`src/edu_pkg.sv`:
```
// constants and types for the event dispatch unit
package edu_pkg;

	// ************************************************************
	// widths and counts
	// ************************************************************
	localparam int VEC_W = 8;
	localparam int PRI_W = 5;
	localparam int IP_W = 32;
	localparam int CW_W = 32;
	localparam int FT_W = 4;
	localparam int FS_W = 8;
	localparam int NPIN = 4;
	localparam int NBP = 2;
	localparam int NMODE = 6;
	localparam logic [FT_W-1:0] FT_NUM = 4'ha;

	// ************************************************************
	// control word fields
	// ************************************************************
	localparam int PCW_TRC_EN = 0;
	localparam int TCW_MODE_LO = 0;
	localparam int TCW_BP_LO = 16;
	localparam logic [CW_W-1:0] PCW_RST = 32'h0000_0000;
	localparam logic [CW_W-1:0] TCW_RST = 32'h0000_0000;

	// trace event bits, also the trace fault subtype
	localparam int M_INSTR = 0;
	localparam int M_BRANCH = 1;
	localparam int M_CALL = 2;
	localparam int M_RET = 3;
	localparam int M_PRERET = 4;
	localparam int M_SUPV = 5;

	// ************************************************************
	// fault and breakpoint codes
	// ************************************************************
	localparam logic [FT_W-1:0] FT_TRACE = 4'h1;
	localparam logic [FS_W-1:0] BS_HW0 = 8'h01;
	localparam logic [FS_W-1:0] BS_MARK = 8'h10;
	localparam logic [FS_W-1:0] BS_FORCED = 8'h20;

	// cascade handshake pins
	localparam int CASC_REQ = 0;
	localparam int CASC_ACK = 1;

	// ************************************************************
	// types
	// ************************************************************
	typedef enum logic [1:0] {
		K_INT = 2'h0,
		K_FLT = 2'h1,
		K_BRK = 2'h2,
		K_TRC = 2'h3
	} edu_kind_t;

	typedef enum logic [1:0] {
		S_IDLE = 2'h0,
		S_CALL = 2'h1,
		S_WAIT = 2'h2
	} edu_fsm_t;

	typedef struct packed {
		logic [VEC_W-1:0] vec;
		logic [PRI_W-1:0] pri;
	} edu_irq_t;

	typedef struct packed {
		logic call;
		edu_kind_t kind;
		logic [VEC_W-1:0] idx;
		logic [FS_W-1:0] sub;
		logic [IP_W-1:0] ip;
	} edu_call_t;

	typedef struct packed {
		logic wr;
		edu_irq_t irq;
	} edu_pend_t;

	typedef struct packed {
		logic wr;
		logic [FT_W-1:0] ftype;
		logic [FS_W-1:0] fsub;
		logic [IP_W-1:0] ip;
	} edu_frec_t;

	typedef struct packed {
		logic v;
		logic [FT_W-1:0] ftype;
		logic [FS_W-1:0] fsub;
		logic [IP_W-1:0] ip;
	} edu_flt_t;

	typedef struct packed {
		logic v;
		logic [IP_W-1:0] ip;
		logic mark;
		logic forced_break_instruction;
	} edu_fet_t;

	typedef struct packed {
		logic v;
		logic [NMODE-1:0] ev;
		logic [IP_W-1:0] next_ip;
	} edu_ret_t;

	typedef struct packed {
		edu_fsm_t st;
		logic [CW_W-1:0] pcw;
		logic [CW_W-1:0] tcw;
		logic [NBP-1:0][IP_W-1:0] bp;
		logic [NPIN-1:0] pin_prev;
		logic [NPIN-1:0] preq;
		edu_irq_t [NPIN-1:0] pirq;
		logic msg_v;
		edu_irq_t msg;
		logic msg_rdy;
		logic casc_wait;
		logic casc_ack;
		edu_call_t call;
		edu_pend_t pend;
		edu_frec_t frec;
		logic stall;
		logic resume;
		logic [IP_W-1:0] resume_ip;
	} edu_state_t;

endpackage : edu_pkg

```
`src/edu_dispatch.sv`:
```
// event dispatch unit: interrupts, breakpoints, trace and faults
`timescale 1ns/1ps
`default_nettype none

// What this block does
// - Interrupts come from four pins or from bus messages.
// - Two pins can form a request/acknowledge handshake with a cascaded controller.
// - Each interrupt carries a vector and a priority.
// - Priority above the task's is accepted; its vector indexes the interrupt table.
// - Priority below the task's is recorded as pending with vector and priority.
// - Two loadable breakpoint registers fire when the instruction pointer matches.
// - A forced break instruction calls the breakpoint handler with no enable bit but loses to a fault in the same cycle; mark does so only while trace is enabled.
// - Six trace modes, each with its own enable bit.
// - Traced instruction completes first; execution waits for handler, resumes next.
// - Process control word and trace control word, 32 bits each, steer debug.
// - Ten fault types; save pointer and state, then call matching handler.
// - Every fault writes its type into a fault record.
// - Every fault report carries a subtype code.
module edu_dispatch (
	// clock and reset
	input wire logic i_mclk,
	input wire logic i_rst_n,
	// interrupt pins and cascade controller
	input wire logic [edu_pkg::NPIN-1:0] i_irq,
	input wire edu_pkg::edu_irq_t [edu_pkg::NPIN-1:0] i_pin_cfg,
	input wire logic i_casc_en,
	input wire logic [edu_pkg::VEC_W-1:0] i_casc_vec,
	output logic o_casc_ack,
	// interrupt messages from the bus
	input wire logic i_msg_v,
	input wire edu_pkg::edu_irq_t i_msg,
	output logic o_msg_rdy,
	// running task
	input wire logic [edu_pkg::PRI_W-1:0] i_task_pri,
	// debug commands
	input wire logic i_bp_ld,
	input wire logic i_bp_sel,
	input wire logic [edu_pkg::IP_W-1:0] i_bp_val,
	input wire logic i_pcw_ld,
	input wire logic i_tcw_ld,
	input wire logic [edu_pkg::CW_W-1:0] i_cw_val,
	// core events
	input wire edu_pkg::edu_fet_t i_fet,
	input wire edu_pkg::edu_ret_t i_ret,
	input wire edu_pkg::edu_flt_t i_flt,
	input wire logic i_hdl_done,
	// dispatch results
	output edu_pkg::edu_call_t o_call,
	output edu_pkg::edu_pend_t o_pend,
	output edu_pkg::edu_frec_t o_frec,
	output logic o_stall,
	output logic o_resume,
	output logic [edu_pkg::IP_W-1:0] o_resume_ip,
	// control word readback
	output logic [edu_pkg::CW_W-1:0] o_pcw,
	output logic [edu_pkg::CW_W-1:0] o_tcw
);

	// ************************************************************
	// state
	// ************************************************************
	edu_pkg::edu_state_t q;
	edu_pkg::edu_state_t d;
	logic [edu_pkg::NPIN-1:0] rise;
	logic [edu_pkg::FS_W-1:0] bp_sub;
	logic bp_hit;
	logic trc_hit;
	logic irq_v;
	logic irq_msg;
	logic [1:0] irq_pin;
	edu_pkg::edu_irq_t irq;

	// ************************************************************
	// helpers
	// ************************************************************
	// one builder for every handler call keeps the field order in one place
	function automatic edu_pkg::edu_call_t mk_call(
		input edu_pkg::edu_kind_t kind,
		input logic [edu_pkg::VEC_W-1:0] idx,
		input logic [edu_pkg::FS_W-1:0] sub,
		input logic [edu_pkg::IP_W-1:0] ip
	);
		edu_pkg::edu_call_t c;
		c.call = 1'b1;
		c.kind = kind;
		c.idx = idx;
		c.sub = sub;
		c.ip = ip;
		return c;
	endfunction : mk_call

	// fault record builder, shared by real faults and trace events
	function automatic edu_pkg::edu_frec_t mk_frec(
		input logic [edu_pkg::FT_W-1:0] ftype,
		input logic [edu_pkg::FS_W-1:0] fsub,
		input logic [edu_pkg::IP_W-1:0] ip
	);
		edu_pkg::edu_frec_t r;
		r.wr = 1'b1;
		r.ftype = ftype;
		r.fsub = fsub;
		r.ip = ip;
		return r;
	endfunction : mk_frec

	// in cascade mode the two handshake pins carry no interrupts of their own
	function automatic logic casc_owned(
		input int k,
		input logic casc_en
	);
		return casc_en && (k == edu_pkg::CASC_REQ || k == edu_pkg::CASC_ACK);
	endfunction : casc_owned

	// fault and trace handlers sit at the table index of their type
	function automatic logic [edu_pkg::VEC_W-1:0] type_idx(
		input logic [edu_pkg::FT_W-1:0] ftype
	);
		logic [edu_pkg::VEC_W-1:0] v;
		v = '0;
		v[edu_pkg::FT_W-1:0] = ftype;
		return v;
	endfunction : type_idx

	// trace subtype is the set of event bits, widened to the subtype field
	function automatic logic [edu_pkg::FS_W-1:0] ev_sub(
		input logic [edu_pkg::NMODE-1:0] ev
	);
		logic [edu_pkg::FS_W-1:0] s;
		s = '0;
		s[edu_pkg::NMODE-1:0] = ev;
		return s;
	endfunction : ev_sub

	// ************************************************************
	// next state
	// ************************************************************
	always_comb begin
		d = q;
		d.call.call = 1'b0;
		d.pend.wr = 1'b0;
		d.frec.wr = 1'b0;
		d.resume = 1'b0;
		d.casc_ack = 1'b0;

		// control words and breakpoint registers
		if (i_pcw_ld) begin
			d.pcw = i_cw_val;
		end
		if (i_tcw_ld) begin
			d.tcw = i_cw_val;
		end
		if (i_bp_ld) begin
			d.bp[i_bp_sel] = i_bp_val;
		end

		// hardware breakpoints only compare while their enable is set
		bp_hit = 1'b0;
		bp_sub = '0;
		for (int b = 0; b < edu_pkg::NBP; b++) begin
			if (i_fet.v && q.tcw[edu_pkg::TCW_BP_LO + b] && i_fet.ip == q.bp[b]) begin
				bp_hit = 1'b1;
				bp_sub = bp_sub | (edu_pkg::BS_HW0 << b);
			end
		end
		if (i_fet.v && i_fet.mark && q.pcw[edu_pkg::PCW_TRC_EN]) begin
			bp_hit = 1'b1;
			bp_sub = bp_sub | edu_pkg::BS_MARK;
		end
		if (i_fet.v && i_fet.forced_break_instruction) begin
			bp_hit = 1'b1;
			bp_sub = bp_sub | edu_pkg::BS_FORCED;
		end

		// trace fires on a retired instruction, after it has completed
		trc_hit = i_ret.v && q.pcw[edu_pkg::PCW_TRC_EN]
			&& |(i_ret.ev & q.tcw[edu_pkg::TCW_MODE_LO +: edu_pkg::NMODE]);

		// pick one interrupt: lowest pin first, then the message slot
		irq_v = 1'b0;
		irq_msg = 1'b0;
		irq_pin = '0;
		irq = q.msg;
		if (q.msg_v) begin
			irq_v = 1'b1;
			irq_msg = 1'b1;
		end
		for (int k = edu_pkg::NPIN - 1; k >= 0; k--) begin
			if (q.preq[k]) begin
				irq_v = 1'b1;
				irq_msg = 1'b0;
				irq_pin = 2'(k);
				irq = q.pirq[k];
			end
		end

		unique case (q.st)
			edu_pkg::S_IDLE: begin
				if (i_flt.v && i_flt.ftype < edu_pkg::FT_NUM) begin
					d.frec = mk_frec(i_flt.ftype, i_flt.fsub, i_flt.ip);
					d.call = mk_call(edu_pkg::K_FLT, type_idx(i_flt.ftype), i_flt.fsub, i_flt.ip);
					d.resume_ip = i_flt.ip;
					d.st = edu_pkg::S_CALL;
					d.stall = 1'b1;
				end else if (bp_hit) begin
					d.call = mk_call(edu_pkg::K_BRK, '0, bp_sub, i_fet.ip);
					d.resume_ip = i_fet.ip;
					d.st = edu_pkg::S_CALL;
					d.stall = 1'b1;
				end else if (trc_hit) begin
					// a trace event is a fault of its own type
					d.frec = mk_frec(edu_pkg::FT_TRACE, ev_sub(i_ret.ev), i_ret.next_ip);
					d.call = mk_call(edu_pkg::K_TRC, type_idx(edu_pkg::FT_TRACE),
						ev_sub(i_ret.ev), i_ret.next_ip);
					d.resume_ip = i_ret.next_ip;
					d.st = edu_pkg::S_CALL;
					d.stall = 1'b1;
				end else if (irq_v) begin
					if (irq_msg) begin
						d.msg_v = 1'b0;
					end else begin
						d.preq[irq_pin] = 1'b0;
					end
					if (irq.pri > i_task_pri) begin
						// vector is the table index of the handler
						d.call = mk_call(edu_pkg::K_INT, irq.vec, '0, '0);
						d.st = edu_pkg::S_CALL;
						d.stall = 1'b1;
					end else begin
						d.pend = '{1'b1, irq};
					end
				end
			end
			edu_pkg::S_CALL: begin
				d.st = edu_pkg::S_WAIT;
			end
			edu_pkg::S_WAIT: begin
				if (i_hdl_done) begin
					d.st = edu_pkg::S_IDLE;
					d.stall = 1'b0;
					d.resume = 1'b1;
				end
			end
			default: begin
				d.st = edu_pkg::S_IDLE;
				d.stall = 1'b0;
			end
		endcase

		// pin capture comes after dispatch so a new edge wins over the clear
		rise = i_irq & ~q.pin_prev;
		d.pin_prev = i_irq;
		for (int k = 0; k < edu_pkg::NPIN; k++) begin
			if (rise[k] && !casc_owned(k, i_casc_en)) begin
				d.preq[k] = 1'b1;
				d.pirq[k] = i_pin_cfg[k];
			end
		end

		// cascade: acknowledge, then take the vector one cycle later
		if (i_casc_en && rise[edu_pkg::CASC_REQ]) begin
			d.casc_ack = 1'b1;
			d.casc_wait = 1'b1;
		end
		if (q.casc_wait) begin
			d.casc_wait = 1'b0;
			d.preq[edu_pkg::CASC_REQ] = 1'b1;
			d.pirq[edu_pkg::CASC_REQ] = '{i_casc_vec, i_pin_cfg[edu_pkg::CASC_REQ].pri};
		end

		// one message slot; ready drops while it is full
		if (i_msg_v && q.msg_rdy) begin
			d.msg_v = 1'b1;
			d.msg = i_msg;
		end
		d.msg_rdy = !d.msg_v;
	end

	// ************************************************************
	// registers
	// ************************************************************
	always_ff @(posedge i_mclk or negedge i_rst_n) begin
		if (!i_rst_n) begin
			q <= '{st: edu_pkg::S_IDLE, pcw: edu_pkg::PCW_RST, tcw: edu_pkg::TCW_RST,
				msg_rdy: 1'b1, default: '0};
		end else begin
			q <= d;
		end
	end

	// ************************************************************
	// outputs
	// ************************************************************
	assign o_casc_ack = q.casc_ack;
	assign o_msg_rdy = q.msg_rdy;
	assign o_call = q.call;
	assign o_pend = q.pend;
	assign o_frec = q.frec;
	assign o_stall = q.stall;
	assign o_resume = q.resume;
	assign o_resume_ip = q.resume_ip;
	assign o_pcw = q.pcw;
	assign o_tcw = q.tcw;

endmodule : edu_dispatch

`default_nettype wire

```
`config.mk`:
```
export PLATFORM = sky130hd
export DESIGN_NAME = edu_dispatch
export DESIGN_NICKNAME = d
export VERILOG_FILES = /design/src/edu_pkg.sv /design/src/edu_dispatch.sv
export SDC_FILE = /design/constraint.sdc
export NUM_CORES = 1
export LEC_CHECK = 0
export ABC_AREA = 1
export BUFFER_PORTS_ARGS = -buffer_cell sky130_fd_sc_hd__buf_4
export CORE_ASPECT_RATIO = 0.6
export CORE_UTILIZATION = 53
export CTS_CLUSTER_SIZE = 10
export DETAILED_ROUTE_END_ITERATION = 8
export PLACE_DENSITY = 0.82
export SETUP_SLACK_MARGIN = 0.02
export SYNTH_ARGS = -nofsm -noshare
export SYNTH_HDL_FRONTEND = slang
export SYNTH_SLANG_ARGS = --single-unit
```
`constraint.sdc`:
```
create_clock -name i_mclk -period 3.1 [get_ports i_mclk]
set_input_delay 0.775 -clock i_mclk [delete_from_list [all_inputs] [get_ports i_mclk]]
set_output_delay 0.775 -clock i_mclk [all_outputs]
set_load 0.01 [all_outputs]
```
After elaboration in Yosys (flattened, before gate mapping) --
Index checks and enable logic that the tools add are counted.
Storage, ports and cells: memories 0, ROM bits 0, logic and storage cells 204, input bits 274, bits in registers 351, output and inout port bits 210, latch bits 0, memory bits (writable) 0
Operators by class: div/mod/pow operators 0, mux-type cells 81, $mul 0, equal/unequal tests 24, reductions and logical operators 44, add/subtract/negate cells 0, magnitude comparators 6, bitwise gates (word level) 10, shift operators 0
Operators by type and width (count):
- two-way mux 51 bit | 4
- two-way mux 32 bit | 4
- two-way mux 110 bit | 1
- two-way mux 13 bit | 6
- two-way mux 65 bit | 1
- bitwise mux 64 bit | 1
- == test 32 bit | 2
- two-way mux 59 bit | 1
- two-way mux 14 bit | 4
- two-way mux 46 bit | 1
- two-way mux 45 bit | 1
- demux 32 bit (select 1 bit) | 1
- two-way mux 1 bit | 32
- AND reduction 6 bit | 5
- two-way mux 2 bit | 13
- two-way mux 4 bit | 6
- != test 2 bit (second input constant) | 9
- nonzero test 2 bit | 9
- logical AND 1 bit | 16
- != test 3 x 2 -> 1 bit (second input constant) | 4
- != test 2 x 1 -> 1 bit (second input constant) | 5
- != test 5 bit (second input constant) | 2
- AND reduction 3 bit | 3
- nonzero test 3 bit | 3
- other kinds (23) | 31

Longest topological paths before layout --
depth in word-level cells 18, mapped depth 23, depth with buffers taken out 20

Worst setup path before layout --
Ideal clock, no wire load.
path type reg-to-reg, start reg q[215] in the netlist's numbering, end reg q, in the netlist o_pend[10], period minus slack after synthesis 2820 ps, cell stages (with the launch flop) 23, setup slack 280 ps, arrival 2688 ps, cells stage by stage dfrtp_1 > clkbuf_1 > inv_1 > nand2_1 > inv_1 > clkbuf_1 > nand2_1 > nand4_1 > o221ai_1 > inv_1 > ha_1 > nand2_1 > inv_1 > o21ai_0 > o211ai_1 > o21ai_0 > nand2_1 > nand3b_1 > nor2_1 > nand2_1 > buf_2 > nand2_1 > o21ai_0
RTL lines:
- start: declaration | RTL line edu_dispatch.sv:62 | edu_pkg::edu_state_t q;
- start signal: assignment | RTL line edu_dispatch.sv:283 | q <= '{st: edu_pkg::S_IDLE, pcw: edu_pkg::PCW_RST, tcw: edu_pkg::TCW_RST,

==> metrics.txt <==
Sequential Power Share=about two fifths; Overall Global Routing Usage=33.2%; CTS Hold Bufs=0; Hold Violations, Final=0; mux cell area share after synthesis=6.98%; Post-Synth XOR/XNOR Area=0.855%; # nets final=2605; Comb power frac=a little over a third; YS warnings=0; Crit Path Category=flop to flop; first-pass GRT wire length=85600 um; drt first pass iters=5; Post-Synth Simple-Gate Area=22.9%; Syn Inst Count=2035; Die H=142 um; # Max-Cap Violations=0; Routed Antenna Nets=0; switching fraction of total power=35.9%; RD Place Congestion=1.00; Setup Slack @ Placement=-0.176 ns; placed inst area=around 20000 um2; area occupied by multi-input gates=roughly 6200 um2; Slew Limit Fails=0; Pint=11.0 mW; full die area=33600 um2; Data required, critical path=3.56 ns; CTS buffer count=41; Starting DRT DRC Count=1301; fin crit period=2.90 ns; largest fanout on the critical path=13; routed len/inst=20.5 um; status=finished, final reports clean; cells along the critical path=inv_2 > nor2_1 > buf_4 > nand2_1 > nand4_1 > o221ai_4 > inv_1 > ha_1 > nand2_1 > inv_1 > nand3_1 > o211ai_1 > o21ai_2 > nor2_2 > inv_2 > nand2_2 > nand2_4 > inv_6 > buf_12 > nand2_1 > nand2_1; most frequent CP cell=nand2_1; RSZ-0062 raised after global routing=true; syn_area_per_cell=8.56 um2; Initial Util=54.9%; Critical Path AT=3.36 ns; Top Usage Layer GRT=met2; Post-Syn Area=17400 um2; Core Region=around 32000 um2; Switch Pwr=6.17 mW; largest family of logic cells by synthesized area=simple AND/OR/NAND/NOR gates; vias in the first global route=15100; Fin Hold WS=approximately 0.22 ns; Max H-tree Level=2; Async S/R FF share, synth=100%; PD cells=804 nW/um2; Synth Area in Compound Gates=between 4 and 5%; DRT Wirelength=56500 um; Top delay family on crit path=simple AND/OR/NAND/NOR gates; GR Util met1=42.7%; Yosys cell types=43; Synthesized Nets=2314; post-layout worst setup margin=0.203 ns; worst-skew pair later-pin latency=0.54 ns; worst hold path type=primary input to asynchronous set/reset pin; Max clock buf depth=3; clock power share=25.1%; M3 GR Usage=8.11%; die width=236 um; I/O Buffers=483; Power Total=roughly 17 mW; I/O pins=484; via count=~15000; Tcrit/Tclk final=93.4%; clock root cell=clkbuf_16; leakage power=11.6 nW; Post-DP HPWL=41900 um; most common cell after layout, fill and taps aside=nand2_1; final instance area=21400 um2; initial antenna violation count=1; final setup skew=0.0172 ns; post-synthesis sequential area ratio=50.4%; synthesis-stage register bit count=351; fill count=2487; most frequent cells in the layout=nand2_1 (794), buf_4 (513), dfrtp_1 (350); met2 Usage GRT=54.3%; slew margin rel.=20.1%; count of buffer and inverter cells on the critical path=7; worst slew pin tran=approximately 1.2 ns; Final Setup Violations=0; EDFF count, synth=0; Clock transition at path regs=around 0.06 ns; # rows=50; sequential cell area=around 9000 um2; fmax=0.345 GHz; via/cell ratio=roughly 5.4; Primary FF master, synth=dfrtp_1; CP startpoint kind=flop; Worst path slowest cell=dfrtp_1; largest net degree at the start of global routing=74; worst vdd ir=0.599 mV; fin util=67.5%; slowest cell delay on critical path=0.39 ns; DR DRC count=0; Layout area overhead=22.9%; CTS tree=built; Overflow after GRT=0; adder-cell share of the synthesized area=less than 1%; Worst setup EP type=flop; clock net sink count=351; layout cells sized above 1=between 30% and 40%
==> state kept, by name, summed over array words and instances, names as in the netlist <==
name,cells
q,141
o_pend,14
o_pcw,32
o_frec,45
o_resume_ip,32
o_casc_ack,1
o_msg_rdy,1
o_resume,1
o_call,51
o_tcw,32
o_stall,1
==> path summary, 6_finish.rpt <==
path                                from             end  slack [ns]  depth (start not counted)
worst max-delay path              q[216]  o_resume_ip[4]        0.20                         21
max in group asynchronous        i_rst_n         o_stall        2.03                          2
worst max register to register    q[216]  o_resume_ip[4]        0.20                         21
worst min register to register    q[211]          q[211]        0.48                          2
worst min-delay path             i_rst_n  o_resume_ip[7]        0.22                          1
min in group i_mclk             i_irq[0]          q[217]        0.35                          1
==> synth_stat cells (2+ instances only) <==
master / instances / area (um2)
nand2_1: 796 / 2990
dfrtp_1: 350 / 8760
buf_4: 214 / 1610
inv_1: 139 / 522
mux2_2: 108 / 1220
o21ai_0: 98 / 490
nand3_1: 86 / 430
nor2_1: 57 / 214
clkbuf_1: 35 / 131
nand4_1: 22 / 138
buf_2: 17 / 85.1
o221ai_1: 13 / 114
buf_1: 10 / 37.5
xnor2_1: 10 / 87.6
a31oi_1: 9 / 56.3
xor2_1: 7 / 61.3
nor3_1: 6 / 30.0
or2_2: 6 / 37.5
ha_1: 5 / 62.6
inv_2: 5 / 18.8
nor4_1: 5 / 31.3
a21oi_1: 3 / 15.0
a22o_1: 3 / 26.3
buf_6: 3 / 33.8
o211ai_1: 3 / 22.5
clkinv_1: 2 / 7.51
nand2_2: 2 / 12.5
nand2_4: 2 / 22.5
nor2_2: 2 / 12.5
nor2_4: 2 / 22.5
o21ai_1: 2 / 10.0
or2_1: 2 / 12.5
==> final cells by class <==
class	count	share of cell area (%)
flip-flops and latches	351	41.0
multi-input cells	1257	29.2
repair buffers	528	19.4
clock buffers	55	5.23
inverters	147	2.62
well taps	416	2.43
clock inverters	2	0.0818
diodes	1	0.0117
==> cell families (layout without fill, tap and decap cells) <==
family,Yosys count,after routing
buffers and inverters,427,732
XOR/XNOR,17,17
adder cells (fa/ha/maj),5,5
multiplexers,108,108
flip-flops,351,351
AND/OR/NAND/NOR,992,992
AO/OA/AOI/OAI,135,135
other,0,1
==> what timing repair did <==
item                       CTS  global route
buffers inserted             0             1
hold endpoints to repair     0             0
setup endpoints to repair   84            99
pin swaps                    0             3
gates resized for setup      6            12
cloned                       0             1
==> worst reg2reg max path: cells and delay by family (launching register included) <==
kind            cells  cell delay (ns)
compound gates      3             0.46
fa+ha+maj           1             0.30
buf+inv             7             0.75
flops               1             0.39
simple gates       10             0.92
==> power by group through the flow <==
stage                     registers (mW)  logic, mW  clock network (mW)
after CTS                           6.67       6.04                4.36
after global placement              6.67       5.84                   0
final                               6.70       6.19                4.31
after global routing                6.81       6.65                4.54
after floorplan                     6.42       4.13                   0
after detailed placement            6.71       5.99                   0
==> metal layers <==
| layer | part of all wire (%) | vias to the layer above | wire, um |
|---|---|---|---|
| li1 | - | 6781 | - |
| met1 | 40 | 7263 | 22500 |
| met2 | 46 | 823 | 26200 |
| met3 | 9.5 | 151 | 5370 |
| met4 | 4.4 | 0 | 2470 |
| met5 | 0 | - | 0 |
==> metrics by stage <==
stage	std cells	setup TNS [ns]
floorplan	2035	0
global placement	2697	-0.470
detailed placement	2697	-1.80
CTS	2754	0
global route	2757	0
finish	2757	0
No activity file was read; power rests on OpenSTA's default activity.
